$ cat src/hdl/evcss_regs.svh
// Purpose: Constants for the charge session supervisor and vehicle end
// Assumes: 100 MHz clock
// Notes: Times in their own unit, shutdown cycle count derived from them; offset and pilot period given in cycles
`ifndef EVCSS_REGS_SVH
`define EVCSS_REGS_SVH
`define EVCSS_CLK_MHZ 100
`define EVCSS_DETECT_MS 10
`define EVCSS_PERFORM_MS 30
`define EVCSS_SHUTDOWN_CYC ((`EVCSS_DETECT_MS + `EVCSS_PERFORM_MS) * 1000 * `EVCSS_CLK_MHZ)
`define EVCSS_HV_LIMIT_V 60
`define EVCSS_SETTLE_BASE_MS 2000
`define EVCSS_SLEW_A_PER_S 20
`define EVCSS_PWM_PERIOD 100
`define EVCSS_WAKE_DUTY 5
`define EVCSS_OFFSET_CYC 1000
`endif

$ cat src/hdl/evcss_pkg.sv
// Purpose: Shared types for the charge session supervisor
// Assumes: Nothing
// Notes: Message codes and pilot states travel over the link interface
package evcss_pkg;
  // Pilot states seen on the pilot line
  typedef enum logic [2:0] {
    EVCSS_CP_A, EVCSS_CP_B1, EVCSS_CP_B2, EVCSS_CP_C1, EVCSS_CP_C2, EVCSS_CP_LOST
  } evcss_cp_e;
  // Messages on the high-level exchange
  typedef enum logic [2:0] {
    EVCSS_MSG_NONE, EVCSS_MSG_PARAM, EVCSS_MSG_DEMAND, EVCSS_MSG_POWER_STOP,
    EVCSS_MSG_SESSION_PAUSE, EVCSS_MSG_LINK_PAUSE
  } evcss_msg_e;
  // Station status codes in responses
  typedef enum logic [1:0] {
    EVCSS_ST_OK, EVCSS_ST_SHUTDOWN, EVCSS_ST_EMERGENCY
  } evcss_status_e;
  // Pilot generator mode
  typedef enum logic [1:0] {
    EVCSS_PWM_OFF_12V, EVCSS_PWM_RUN, EVCSS_PWM_WAKE5
  } evcss_pwm_e;
endpackage : evcss_pkg

$ cat src/hdl/evcss_link_if.sv
// Purpose: Link between one outlet supply controller and the vehicle
// Assumes: Single clock, messages are one-cycle strobes
// Notes: Requests flow vehicle to station, responses the other way
interface evcss_link_if;
  logic req_valid;
  evcss_pkg::evcss_msg_e req_msg;
  logic [15:0] req_volt;
  logic [15:0] req_curr;
  logic rsp_valid;
  evcss_pkg::evcss_msg_e rsp_msg;
  evcss_pkg::evcss_status_e rsp_status;
  evcss_pkg::evcss_cp_e cp_state;
  evcss_pkg::evcss_pwm_e pwm_mode;
  logic pwm_level;
  logic pe_ok;
  modport station (input req_valid, req_msg, req_volt, req_curr, cp_state, pe_ok,
                   output rsp_valid, rsp_msg, rsp_status, pwm_mode, pwm_level);
  modport vehicle (output req_valid, req_msg, req_volt, req_curr, cp_state, pe_ok,
                   input rsp_valid, rsp_msg, rsp_status, pwm_mode, pwm_level);
endinterface : evcss_link_if

$ cat src/hdl/evcss_outlet_ctrl.sv
// Purpose: One outlet supply controller
// Assumes: Inputs synchronous to clk_i
// Notes: Both outlets instantiate this; start offset gates the sequence
`include "evcss_regs.svh"
module evcss_outlet_ctrl #(
  parameter int unsigned SHUTDOWN_CYC = `EVCSS_SHUTDOWN_CYC
) (
  // Clock and reset
  input wire logic clk_i,
  input wire logic rst_i,
  // Configuration
  input wire logic go_i,
  input wire logic [15:0] min_volt_i,
  input wire logic [15:0] max_volt_i,
  // Link
  evcss_link_if.station link,
  // Status
  output logic energy_en_o,
  output logic asleep_o,
  output logic estop_o
);
  typedef enum logic [2:0] {
    EVCSS_S_IDLE, EVCSS_S_DISC, EVCSS_S_CHARGE, EVCSS_S_PAUSING, EVCSS_S_SLEEP,
    EVCSS_S_REFUSED, EVCSS_S_ESTOP, EVCSS_S_ENDED
  } evcss_state_e;
  evcss_state_e state_q;
  logic [1:0] wake_q;
  logic [31:0] sd_cnt_q;
  logic [6:0] pwm_cnt_q;
  logic hv_station;
  logic rsp_valid_q;
  evcss_pkg::evcss_msg_e rsp_msg_q;
  evcss_pkg::evcss_status_e rsp_status_q;
  assign hv_station = (max_volt_i >= 16'(`EVCSS_HV_LIMIT_V));

  //////////////////////////////////////////////////////////////////////////////
  // Session sequence
  always_ff @(posedge clk_i or posedge rst_i) begin
    if (rst_i) begin
      state_q <= EVCSS_S_IDLE;
      wake_q <= 2'h0;
    end else begin
      case (state_q)
        EVCSS_S_IDLE: if (go_i) state_q <= EVCSS_S_DISC;
        EVCSS_S_DISC: if (link.cp_state == evcss_pkg::EVCSS_CP_LOST) begin
          state_q <= EVCSS_S_ENDED;
        end else if (link.req_valid && link.req_msg == evcss_pkg::EVCSS_MSG_PARAM) begin
          if (link.req_volt < min_volt_i) state_q <= EVCSS_S_REFUSED;
          else state_q <= EVCSS_S_CHARGE;
        end
        EVCSS_S_CHARGE: if (link.cp_state == evcss_pkg::EVCSS_CP_LOST) begin
          state_q <= EVCSS_S_ENDED;
        end else if (!link.pe_ok && hv_station) begin
          state_q <= EVCSS_S_ESTOP;
        end else if (link.req_valid && link.req_msg == evcss_pkg::EVCSS_MSG_POWER_STOP) begin
          state_q <= EVCSS_S_PAUSING;
        end
        EVCSS_S_PAUSING: if (link.cp_state == evcss_pkg::EVCSS_CP_LOST) begin
          state_q <= EVCSS_S_ENDED;
        end else if (link.req_valid && link.req_msg == evcss_pkg::EVCSS_MSG_LINK_PAUSE) begin
          state_q <= EVCSS_S_SLEEP;
          wake_q <= 2'h0;
        end
        EVCSS_S_SLEEP: begin
          // Only the pilot is watched while asleep
          case (wake_q)
            2'h0: if (link.cp_state == evcss_pkg::EVCSS_CP_C1) wake_q <= 2'h1;
            2'h1: if (link.cp_state == evcss_pkg::EVCSS_CP_B1) begin
              // Resume at once so the vehicle's next discovery request is seen
              wake_q <= 2'h0;
              state_q <= EVCSS_S_DISC;
            end
            default: wake_q <= 2'h0;
          endcase
        end
        EVCSS_S_REFUSED: state_q <= EVCSS_S_REFUSED;
        EVCSS_S_ESTOP: state_q <= EVCSS_S_ESTOP;
        EVCSS_S_ENDED: state_q <= EVCSS_S_ENDED;
        default: state_q <= EVCSS_S_IDLE;
      endcase
    end
  end

  //////////////////////////////////////////////////////////////////////////////
  // Responses to vehicle requests
  always_ff @(posedge clk_i or posedge rst_i) begin
    if (rst_i) begin
      rsp_valid_q <= 1'b0;
      rsp_msg_q <= evcss_pkg::EVCSS_MSG_NONE;
      rsp_status_q <= evcss_pkg::EVCSS_ST_OK;
    end else begin
      rsp_valid_q <= link.req_valid && state_q != EVCSS_S_SLEEP && state_q != EVCSS_S_IDLE
        && !(state_q == EVCSS_S_REFUSED && link.req_msg != evcss_pkg::EVCSS_MSG_PARAM);
      rsp_msg_q <= link.req_msg;
      if (state_q == EVCSS_S_DISC && link.req_volt < min_volt_i) begin
        rsp_status_q <= evcss_pkg::EVCSS_ST_SHUTDOWN;
      end else if (state_q == EVCSS_S_REFUSED || state_q == EVCSS_S_ENDED) begin
        rsp_status_q <= evcss_pkg::EVCSS_ST_SHUTDOWN;
      end else if (state_q == EVCSS_S_ESTOP) begin
        rsp_status_q <= evcss_pkg::EVCSS_ST_EMERGENCY;
      end else begin
        rsp_status_q <= evcss_pkg::EVCSS_ST_OK;
      end
    end
  end

  //////////////////////////////////////////////////////////////////////////////
  // Emergency shutdown timer within detect plus perform budget
  always_ff @(posedge clk_i or posedge rst_i) begin
    if (rst_i) begin
      sd_cnt_q <= 32'h0;
    end else if (state_q == EVCSS_S_ESTOP && sd_cnt_q < SHUTDOWN_CYC) begin
      sd_cnt_q <= sd_cnt_q + 32'h1;
    end
  end

  // Pilot generator period counter
  always_ff @(posedge clk_i or posedge rst_i) begin
    if (rst_i) pwm_cnt_q <= 7'h0;
    else if (pwm_cnt_q == 7'(`EVCSS_PWM_PERIOD - 1)) pwm_cnt_q <= 7'h0;
    else pwm_cnt_q <= pwm_cnt_q + 7'h1;
  end

  //////////////////////////////////////////////////////////////////////////////
  // Outputs
  always_comb begin
    link.pwm_mode = evcss_pkg::EVCSS_PWM_RUN;
    link.pwm_level = 1'b1;
    if (state_q == EVCSS_S_SLEEP || state_q == EVCSS_S_IDLE) begin
      link.pwm_mode = evcss_pkg::EVCSS_PWM_OFF_12V;
    end else if (state_q == EVCSS_S_ESTOP) begin
      link.pwm_mode = evcss_pkg::EVCSS_PWM_OFF_12V;
    end else begin
      link.pwm_mode = evcss_pkg::EVCSS_PWM_WAKE5;
      link.pwm_level = (pwm_cnt_q < 7'(`EVCSS_WAKE_DUTY));
    end
  end
  assign link.rsp_valid = rsp_valid_q;
  assign link.rsp_msg = rsp_msg_q;
  assign link.rsp_status = rsp_status_q;
  assign energy_en_o = (state_q == EVCSS_S_CHARGE);
  assign asleep_o = (state_q == EVCSS_S_SLEEP);
  assign estop_o = (state_q == EVCSS_S_ESTOP);
endmodule : evcss_outlet_ctrl

$ cat src/hdl/evcss_station.sv
// Purpose: Dual-outlet station end of the charge session supervisor
// Assumes: One clock, inputs synchronous to clk_i
// Notes: Outlet two starts a configurable offset after outlet one
// Overview of operation
// - Refuse advance when vehicle limit below minimum
// - Discovery response carries shutdown status code
// - Each outlet runs independently, offset between them
// - Vehicle sends current demands each step
// - Vehicle waits settling time before judging
// - Vehicle sends stop request, awaits response
// - Vehicle then sends session pause request
// - Vehicle then pauses its data link
// - Paused station sleeps, pilot steady high
// - Vehicle wakes station with B1-C1-B1 toggle
// - Wake restarts pilot at five percent
// - Lost pilot ends session, blocks energy, except while asleep
// - High-voltage station shuts down on earth loss
// - Shutdown budget is detection plus execution
// - Earth loss switches pilot generator off
`include "evcss_regs.svh"
module evcss_station #(
  parameter int unsigned OFFSET_CYC = `EVCSS_OFFSET_CYC,
  parameter int unsigned SHUTDOWN_CYC = `EVCSS_SHUTDOWN_CYC
) (
  // Clock and reset
  input wire logic clk_i,
  input wire logic rst_i,
  // Configuration
  input wire logic start_i,
  input wire logic [15:0] min_volt_i,
  input wire logic [15:0] max_volt_i,
  // Links to vehicles
  evcss_link_if.station link_one,
  evcss_link_if.station link_two,
  // Status
  output logic [1:0] energy_en_o,
  output logic [1:0] asleep_o,
  output logic [1:0] estop_o
);
  logic [31:0] off_cnt_q;
  logic go_one_q;
  logic go_two_q;

  //////////////////////////////////////////////////////////////////////////////
  // Offset between the two outlet controllers
  always_ff @(posedge clk_i or posedge rst_i) begin
    if (rst_i) begin
      off_cnt_q <= 32'h0;
      go_one_q <= 1'b0;
      go_two_q <= 1'b0;
    end else begin
      if (start_i) go_one_q <= 1'b1;
      if (go_one_q && off_cnt_q < OFFSET_CYC) off_cnt_q <= off_cnt_q + 32'h1;
      // Count this edge too, so outlet two trails outlet one by exactly OFFSET_CYC
      if (go_one_q && off_cnt_q + 32'h1 >= OFFSET_CYC) go_two_q <= 1'b1;
    end
  end

  // Outlet one supply controller
  evcss_outlet_ctrl #(.SHUTDOWN_CYC(SHUTDOWN_CYC)) u_one (
    .clk_i(clk_i), .rst_i(rst_i), .go_i(go_one_q),
    .min_volt_i(min_volt_i), .max_volt_i(max_volt_i), .link(link_one),
    .energy_en_o(energy_en_o[0]), .asleep_o(asleep_o[0]), .estop_o(estop_o[0])
  );
  // Outlet two supply controller
  evcss_outlet_ctrl #(.SHUTDOWN_CYC(SHUTDOWN_CYC)) u_two (
    .clk_i(clk_i), .rst_i(rst_i), .go_i(go_two_q),
    .min_volt_i(min_volt_i), .max_volt_i(max_volt_i), .link(link_two),
    .energy_en_o(energy_en_o[1]), .asleep_o(asleep_o[1]), .estop_o(estop_o[1])
  );
endmodule : evcss_station

$ cat src/flat_wrapper.sv
// flat-port wrapper written by rule: the top's interface ports become plain ports
module evcss_station_flat 
#(
  parameter int unsigned OFFSET_CYC = `EVCSS_OFFSET_CYC,
  parameter int unsigned SHUTDOWN_CYC = `EVCSS_SHUTDOWN_CYC
)
  (clk_i, rst_i, start_i, min_volt_i, max_volt_i, energy_en_o, asleep_o, estop_o, link_one_req_valid, link_one_req_msg, link_one_req_volt, link_one_req_curr, link_one_cp_state, link_one_pe_ok, link_one_rsp_valid, link_one_rsp_msg, link_one_rsp_status, link_one_pwm_mode, link_one_pwm_level, link_two_req_valid, link_two_req_msg, link_two_req_volt, link_two_req_curr, link_two_cp_state, link_two_pe_ok, link_two_rsp_valid, link_two_rsp_msg, link_two_rsp_status, link_two_pwm_mode, link_two_pwm_level);
  evcss_link_if link_one_i ();
  evcss_link_if link_two_i ();
  input wire logic clk_i;
  input wire logic rst_i;
  input wire logic start_i;
  input wire logic [15:0] min_volt_i;
  input wire logic [15:0] max_volt_i;
  output logic [1:0] energy_en_o;
  output logic [1:0] asleep_o;
  output logic [1:0] estop_o;
  input wire logic [$bits(link_one_i.req_valid)-1:0] link_one_req_valid;
  input wire logic [$bits(link_one_i.req_msg)-1:0] link_one_req_msg;
  input wire logic [$bits(link_one_i.req_volt)-1:0] link_one_req_volt;
  input wire logic [$bits(link_one_i.req_curr)-1:0] link_one_req_curr;
  input wire logic [$bits(link_one_i.cp_state)-1:0] link_one_cp_state;
  input wire logic [$bits(link_one_i.pe_ok)-1:0] link_one_pe_ok;
  output wire logic [$bits(link_one_i.rsp_valid)-1:0] link_one_rsp_valid;
  output wire logic [$bits(link_one_i.rsp_msg)-1:0] link_one_rsp_msg;
  output wire logic [$bits(link_one_i.rsp_status)-1:0] link_one_rsp_status;
  output wire logic [$bits(link_one_i.pwm_mode)-1:0] link_one_pwm_mode;
  output wire logic [$bits(link_one_i.pwm_level)-1:0] link_one_pwm_level;
  input wire logic [$bits(link_two_i.req_valid)-1:0] link_two_req_valid;
  input wire logic [$bits(link_two_i.req_msg)-1:0] link_two_req_msg;
  input wire logic [$bits(link_two_i.req_volt)-1:0] link_two_req_volt;
  input wire logic [$bits(link_two_i.req_curr)-1:0] link_two_req_curr;
  input wire logic [$bits(link_two_i.cp_state)-1:0] link_two_cp_state;
  input wire logic [$bits(link_two_i.pe_ok)-1:0] link_two_pe_ok;
  output wire logic [$bits(link_two_i.rsp_valid)-1:0] link_two_rsp_valid;
  output wire logic [$bits(link_two_i.rsp_msg)-1:0] link_two_rsp_msg;
  output wire logic [$bits(link_two_i.rsp_status)-1:0] link_two_rsp_status;
  output wire logic [$bits(link_two_i.pwm_mode)-1:0] link_two_pwm_mode;
  output wire logic [$bits(link_two_i.pwm_level)-1:0] link_two_pwm_level;
  assign link_one_i.req_valid = link_one_req_valid;
  assign link_one_i.req_msg = link_one_req_msg;
  assign link_one_i.req_volt = link_one_req_volt;
  assign link_one_i.req_curr = link_one_req_curr;
  assign link_one_i.cp_state = link_one_cp_state;
  assign link_one_i.pe_ok = link_one_pe_ok;
  assign link_one_rsp_valid = link_one_i.rsp_valid;
  assign link_one_rsp_msg = link_one_i.rsp_msg;
  assign link_one_rsp_status = link_one_i.rsp_status;
  assign link_one_pwm_mode = link_one_i.pwm_mode;
  assign link_one_pwm_level = link_one_i.pwm_level;
  assign link_two_i.req_valid = link_two_req_valid;
  assign link_two_i.req_msg = link_two_req_msg;
  assign link_two_i.req_volt = link_two_req_volt;
  assign link_two_i.req_curr = link_two_req_curr;
  assign link_two_i.cp_state = link_two_cp_state;
  assign link_two_i.pe_ok = link_two_pe_ok;
  assign link_two_rsp_valid = link_two_i.rsp_valid;
  assign link_two_rsp_msg = link_two_i.rsp_msg;
  assign link_two_rsp_status = link_two_i.rsp_status;
  assign link_two_pwm_mode = link_two_i.pwm_mode;
  assign link_two_pwm_level = link_two_i.pwm_level;
  evcss_station #(.OFFSET_CYC(OFFSET_CYC), .SHUTDOWN_CYC(SHUTDOWN_CYC)) u_core (.clk_i(clk_i), .rst_i(rst_i), .start_i(start_i), .min_volt_i(min_volt_i), .max_volt_i(max_volt_i), .link_one(link_one_i), .link_two(link_two_i), .energy_en_o(energy_en_o), .asleep_o(asleep_o), .estop_o(estop_o));
endmodule
$ cat config.mk
export PLATFORM = sky130hd
export DESIGN_NAME = evcss_station_flat
export DESIGN_NICKNAME = d
export VERILOG_FILES = /design/src/hdl/evcss_pkg.sv /design/src/hdl/evcss_link_if.sv /design/src/hdl/evcss_outlet_ctrl.sv /design/src/hdl/evcss_station.sv /design/src/flat_wrapper.sv
export VERILOG_INCLUDE_DIRS = /design/src /design/src/hdl
export SDC_FILE = /design/constraint.sdc
export NUM_CORES = 1
export LEC_CHECK = 0
export ABC_CLOCK_PERIOD_IN_PS = 2800
export BUFFER_PORTS_ARGS = -buffer_cell sky130_fd_sc_hd__buf_4
export CAP_MARGIN = 20
export CORE_MARGIN = 1
export CORE_UTILIZATION = 53
export DETAILED_ROUTE_END_ITERATION = 16
export GPL_ROUTABILITY_DRIVEN = 0
export GPL_TIMING_DRIVEN = 0
export PLACE_DENSITY = 0.82
export SETUP_SLACK_MARGIN = 0.15
export SKIP_LAST_GASP = 1
export SYNTH_ARGS = -nofsm -noshare
export SYNTH_HDL_FRONTEND = slang
export SYNTH_HIERARCHICAL = 1
export SYNTH_SLANG_ARGS = --single-unit
$ cat constraint.sdc
create_clock -name clk_i -period 2.8 [get_ports clk_i]
set_input_delay 0.28 -clock clk_i [delete_from_list [all_inputs] [get_ports clk_i]]
set_output_delay 0.28 -clock clk_i [all_outputs]
set_load 0.01 [all_outputs]
==> metrics <==
status=completed; crit path cell chain=ha_1, nand4_2, nor4_1, mux2_1, o32a_2, a211oi_2, a31oi_1; Post-synth EDFFs=0; routed wire length=10,900 µm; die width=95.6 µm; WP buf/inv=0; mapped cell area=4640 µm²; GR Overflow Total=0; Layout Nets=774; Pwr Density=560 nW/µm²; Clock Latency Late Sink=0.34 ns; syn_nets=660; max_slew headroom=0.482; # fillers=673; root buf cell=clkbuf_8; top-count cell post-synth=dfrtp_1; ant diodes=0; Critical Path AT=2.56 ns; Multi-input gate area=2550 µm²; clk_skew=0.0110 ns; register area=1700 µm²; CTS tree=yes; core area=8340 µm²; Top FF cell, synth=dfrtp_1; Antenna Nets Post-Route=0; Seq pwr share=0.383; vias in the first global route=4,020; Worst setup SP type=flip-flop; fin crit share=0.845; Top-Level Pins=139; pin count of the biggest net entering global routing=19; Die ar.=9140 µm²; CTS Buffer Depth=2; DR iter-0 viols=264; slowest CP cell=dfrtp_1; top cell type's share of synthesized area=0.367; Net Sw Power=1.08 mW; clk slew on worst S/H paths=0.07 ns; class of the worst hold path=input pin to async pin; CTS Buf Count=9; top cell family by delay on the critical path=compound AO/OA/AOI/OAI gates; first-pass GRT wire length=18,100 µm; RSZ-0062 raised after global routing=false; setup tns final=0 ns; layout cell share with drive strength beyond 1=0.254; setup bufs post-CTS=0; Fin. Hold Viols=0; #FFs+latches synth=68; DR DRC count=0; Synth top cells by count=dfrtp_1 (68), inv_1 (41), ha_1 (34); Pwr Total=3.21 mW; post-DR vias/cell=5.76; Worst-Margin Slew=0.757 ns; endpoint class of the critical path=flip-flop; Tmin final=2.37 ns; initial antenna violation count=0; num rows=33; H-tree levels=3; Max VDD drop=0.000264 V; Starting Density=0.557; internal power=2.13 mW; DRT Pass-1 Iters=5; Final setup viols=0; via count=4,228; largest area contributor in the netlist=dfrtp_1; Routed wire per std cell=14.8 µm; GRT Total Usage=0.256; Slew Limit Fails=0; ys async rst share=1.00; Post-CTS Resized=0; count of cell types in the netlist=70; Synth-to-Final Area Change=23.6%; Syn. warnings=6; Clock Sinks=68; part of the power in the clock network=0.219; Max Freq=423 MHz; IO buf count=102; hpwl dp=8600 µm; maxcap violations=0; main area contributors after synthesis=dfrtp_1 (37%), ha_1 (9.2%), inv_1 (3.3%), nand4_1 (2.7%), nor2_1 (2.7%); critical path type=flip-flop to flip-flop; post-synthesis sequential area ratio=0.367; Post-Syn Area per Cell=9.08 µm²; Syn Inst Count=511; switching part of the total power=0.336; WP data required=2.99 ns; Crit Path Max Fanout=8; Die H=95.6 µm; Comb power frac=0.398; Pleak=2.75 nW; Slowest Stage Delay on Critical Path=0.44 ns; CTS Hold Bufs=0
-- layout make-up --
| cell class | count | area share |
|---|---|---|
| multi-input combinational | 359 | 0.444 |
| timing repair buffer | 103 | 0.138 |
| sequential | 68 | 0.297 |
| clock buffer | 13 | 0.0277 |
| inverter | 41 | 0.0268 |
| buffer | 43 | 0.0414 |
| tap | 105 | 0.0229 |
| clock inverter | 2 | 0.00175 |
-- path summary, 6_finish.rpt --
check	startpoint	endpoint	slack [ns]	cells after the start
min in group clk_i	link_two_req_msg[1]	u_core/u_two/link.rsp_msg[1]$_DFF_PP0_	0.07	1
worst min register to register	u_core/off_cnt_q[21]$_DFFE_PP0P_	u_core/off_cnt_q[21]$_DFFE_PP0P_	0.48	1
max in group asynchronous	rst_i	u_core/off_cnt_q[26]$_DFFE_PP0P_	2.15	3
worst max register to register	u_core/off_cnt_q[0]$_DFFE_PP0P_	u_core/go_two_q$_DFFE_PP0P_	0.43	7
worst min-delay path	rst_i	u_core/u_two/link.rsp_msg[1]$_DFF_PP0_	0.06	2
worst max-delay path	u_core/off_cnt_q[0]$_DFFE_PP0P_	u_core/go_two_q$_DFFE_PP0P_	0.43	7
-- power by group through the flow --
stage | logic, mW | clock network (mW) | registers, mW
2_1_floorplan | 0.836 | 0 | 1.25
3_3_place_gp | 1.22 | 0 | 1.24
3_5_place_dp | 1.28 | 0 | 1.25
4_1_cts | 1.28 | 0.726 | 1.23
5_1_grt | 1.41 | 0.780 | 1.25
6_report | 1.28 | 0.703 | 1.23
-- per-stage QoR --
stage               std cells  hold WS [ns]   util  instance area, µm²  setup WS (ns)
global route              734        0.0479  0.688                5740          0.227
floorplan                 511         0.206      -                4640          0.679
CTS                       734        0.0548  0.688                5740          0.456
global placement          718         0.414  0.664                5540          0.454
finish                    734        0.0595  0.688                5740          0.434
detailed placement        719         0.417  0.667                5570          0.469
-- cells by family (layout without fill, tap and decap cells) --
kind of cell             Yosys count  count (layout)  share of synthesized area
AND/OR/NAND/NOR                  192             192                      0.245
AO/OA/AOI/OAI                    108             108                      0.165
buffers and inverters             84             202                     0.0844
flip-flops                        68              68                      0.367
adder cells (fa/ha/maj)           34              34                     0.0916
XOR/XNOR                          16              16                     0.0302
multiplexers                       7               7                     0.0156
other                              2               2                    0.00162
-- sequential cells by signal, summed over array words and instances (netlist names), 2 cells and up --
name / count
u_core/off_cnt_q: 32
u_core/u_one/link.rsp_status: 2
u_core/u_two/link.rsp_msg: 3
u_core/u_one/link.rsp_msg: 3
u_core/u_one/pwm_cnt_q: 7
u_core/u_two/link.rsp_status: 2
u_core/u_one/state_q: 3
u_core/u_two/state_q: 3
u_core/u_two/pwm_cnt_q: 7
-- per-layer routing --
metal / up-vias / wire (µm) / part of all wire / track usage
met2: 176 / 5480 / 0.50 / 0.444
met3: 23 / 662 / 0.061 / 0.0630
met1: 1947 / 4500 / 0.41 / 0.304
met4: 0 / 260 / 0.024 / 0.102
met5: - / 0 / 0 / 0
li1: 2082 / - / - / -
-- cell usage in the layout, fill, tap and decap left out, drive strengths merged, types with 19 or more instances in the layout --
cell,instances
inv,41
a21oi,23
nor3,19
buf,114
nand3,20
o21ai,19
ha,34
nor2,34
dfrtp,68
clkbuf,44
nand4,23
nand2,24
Power figures use the tool's default switching activity.
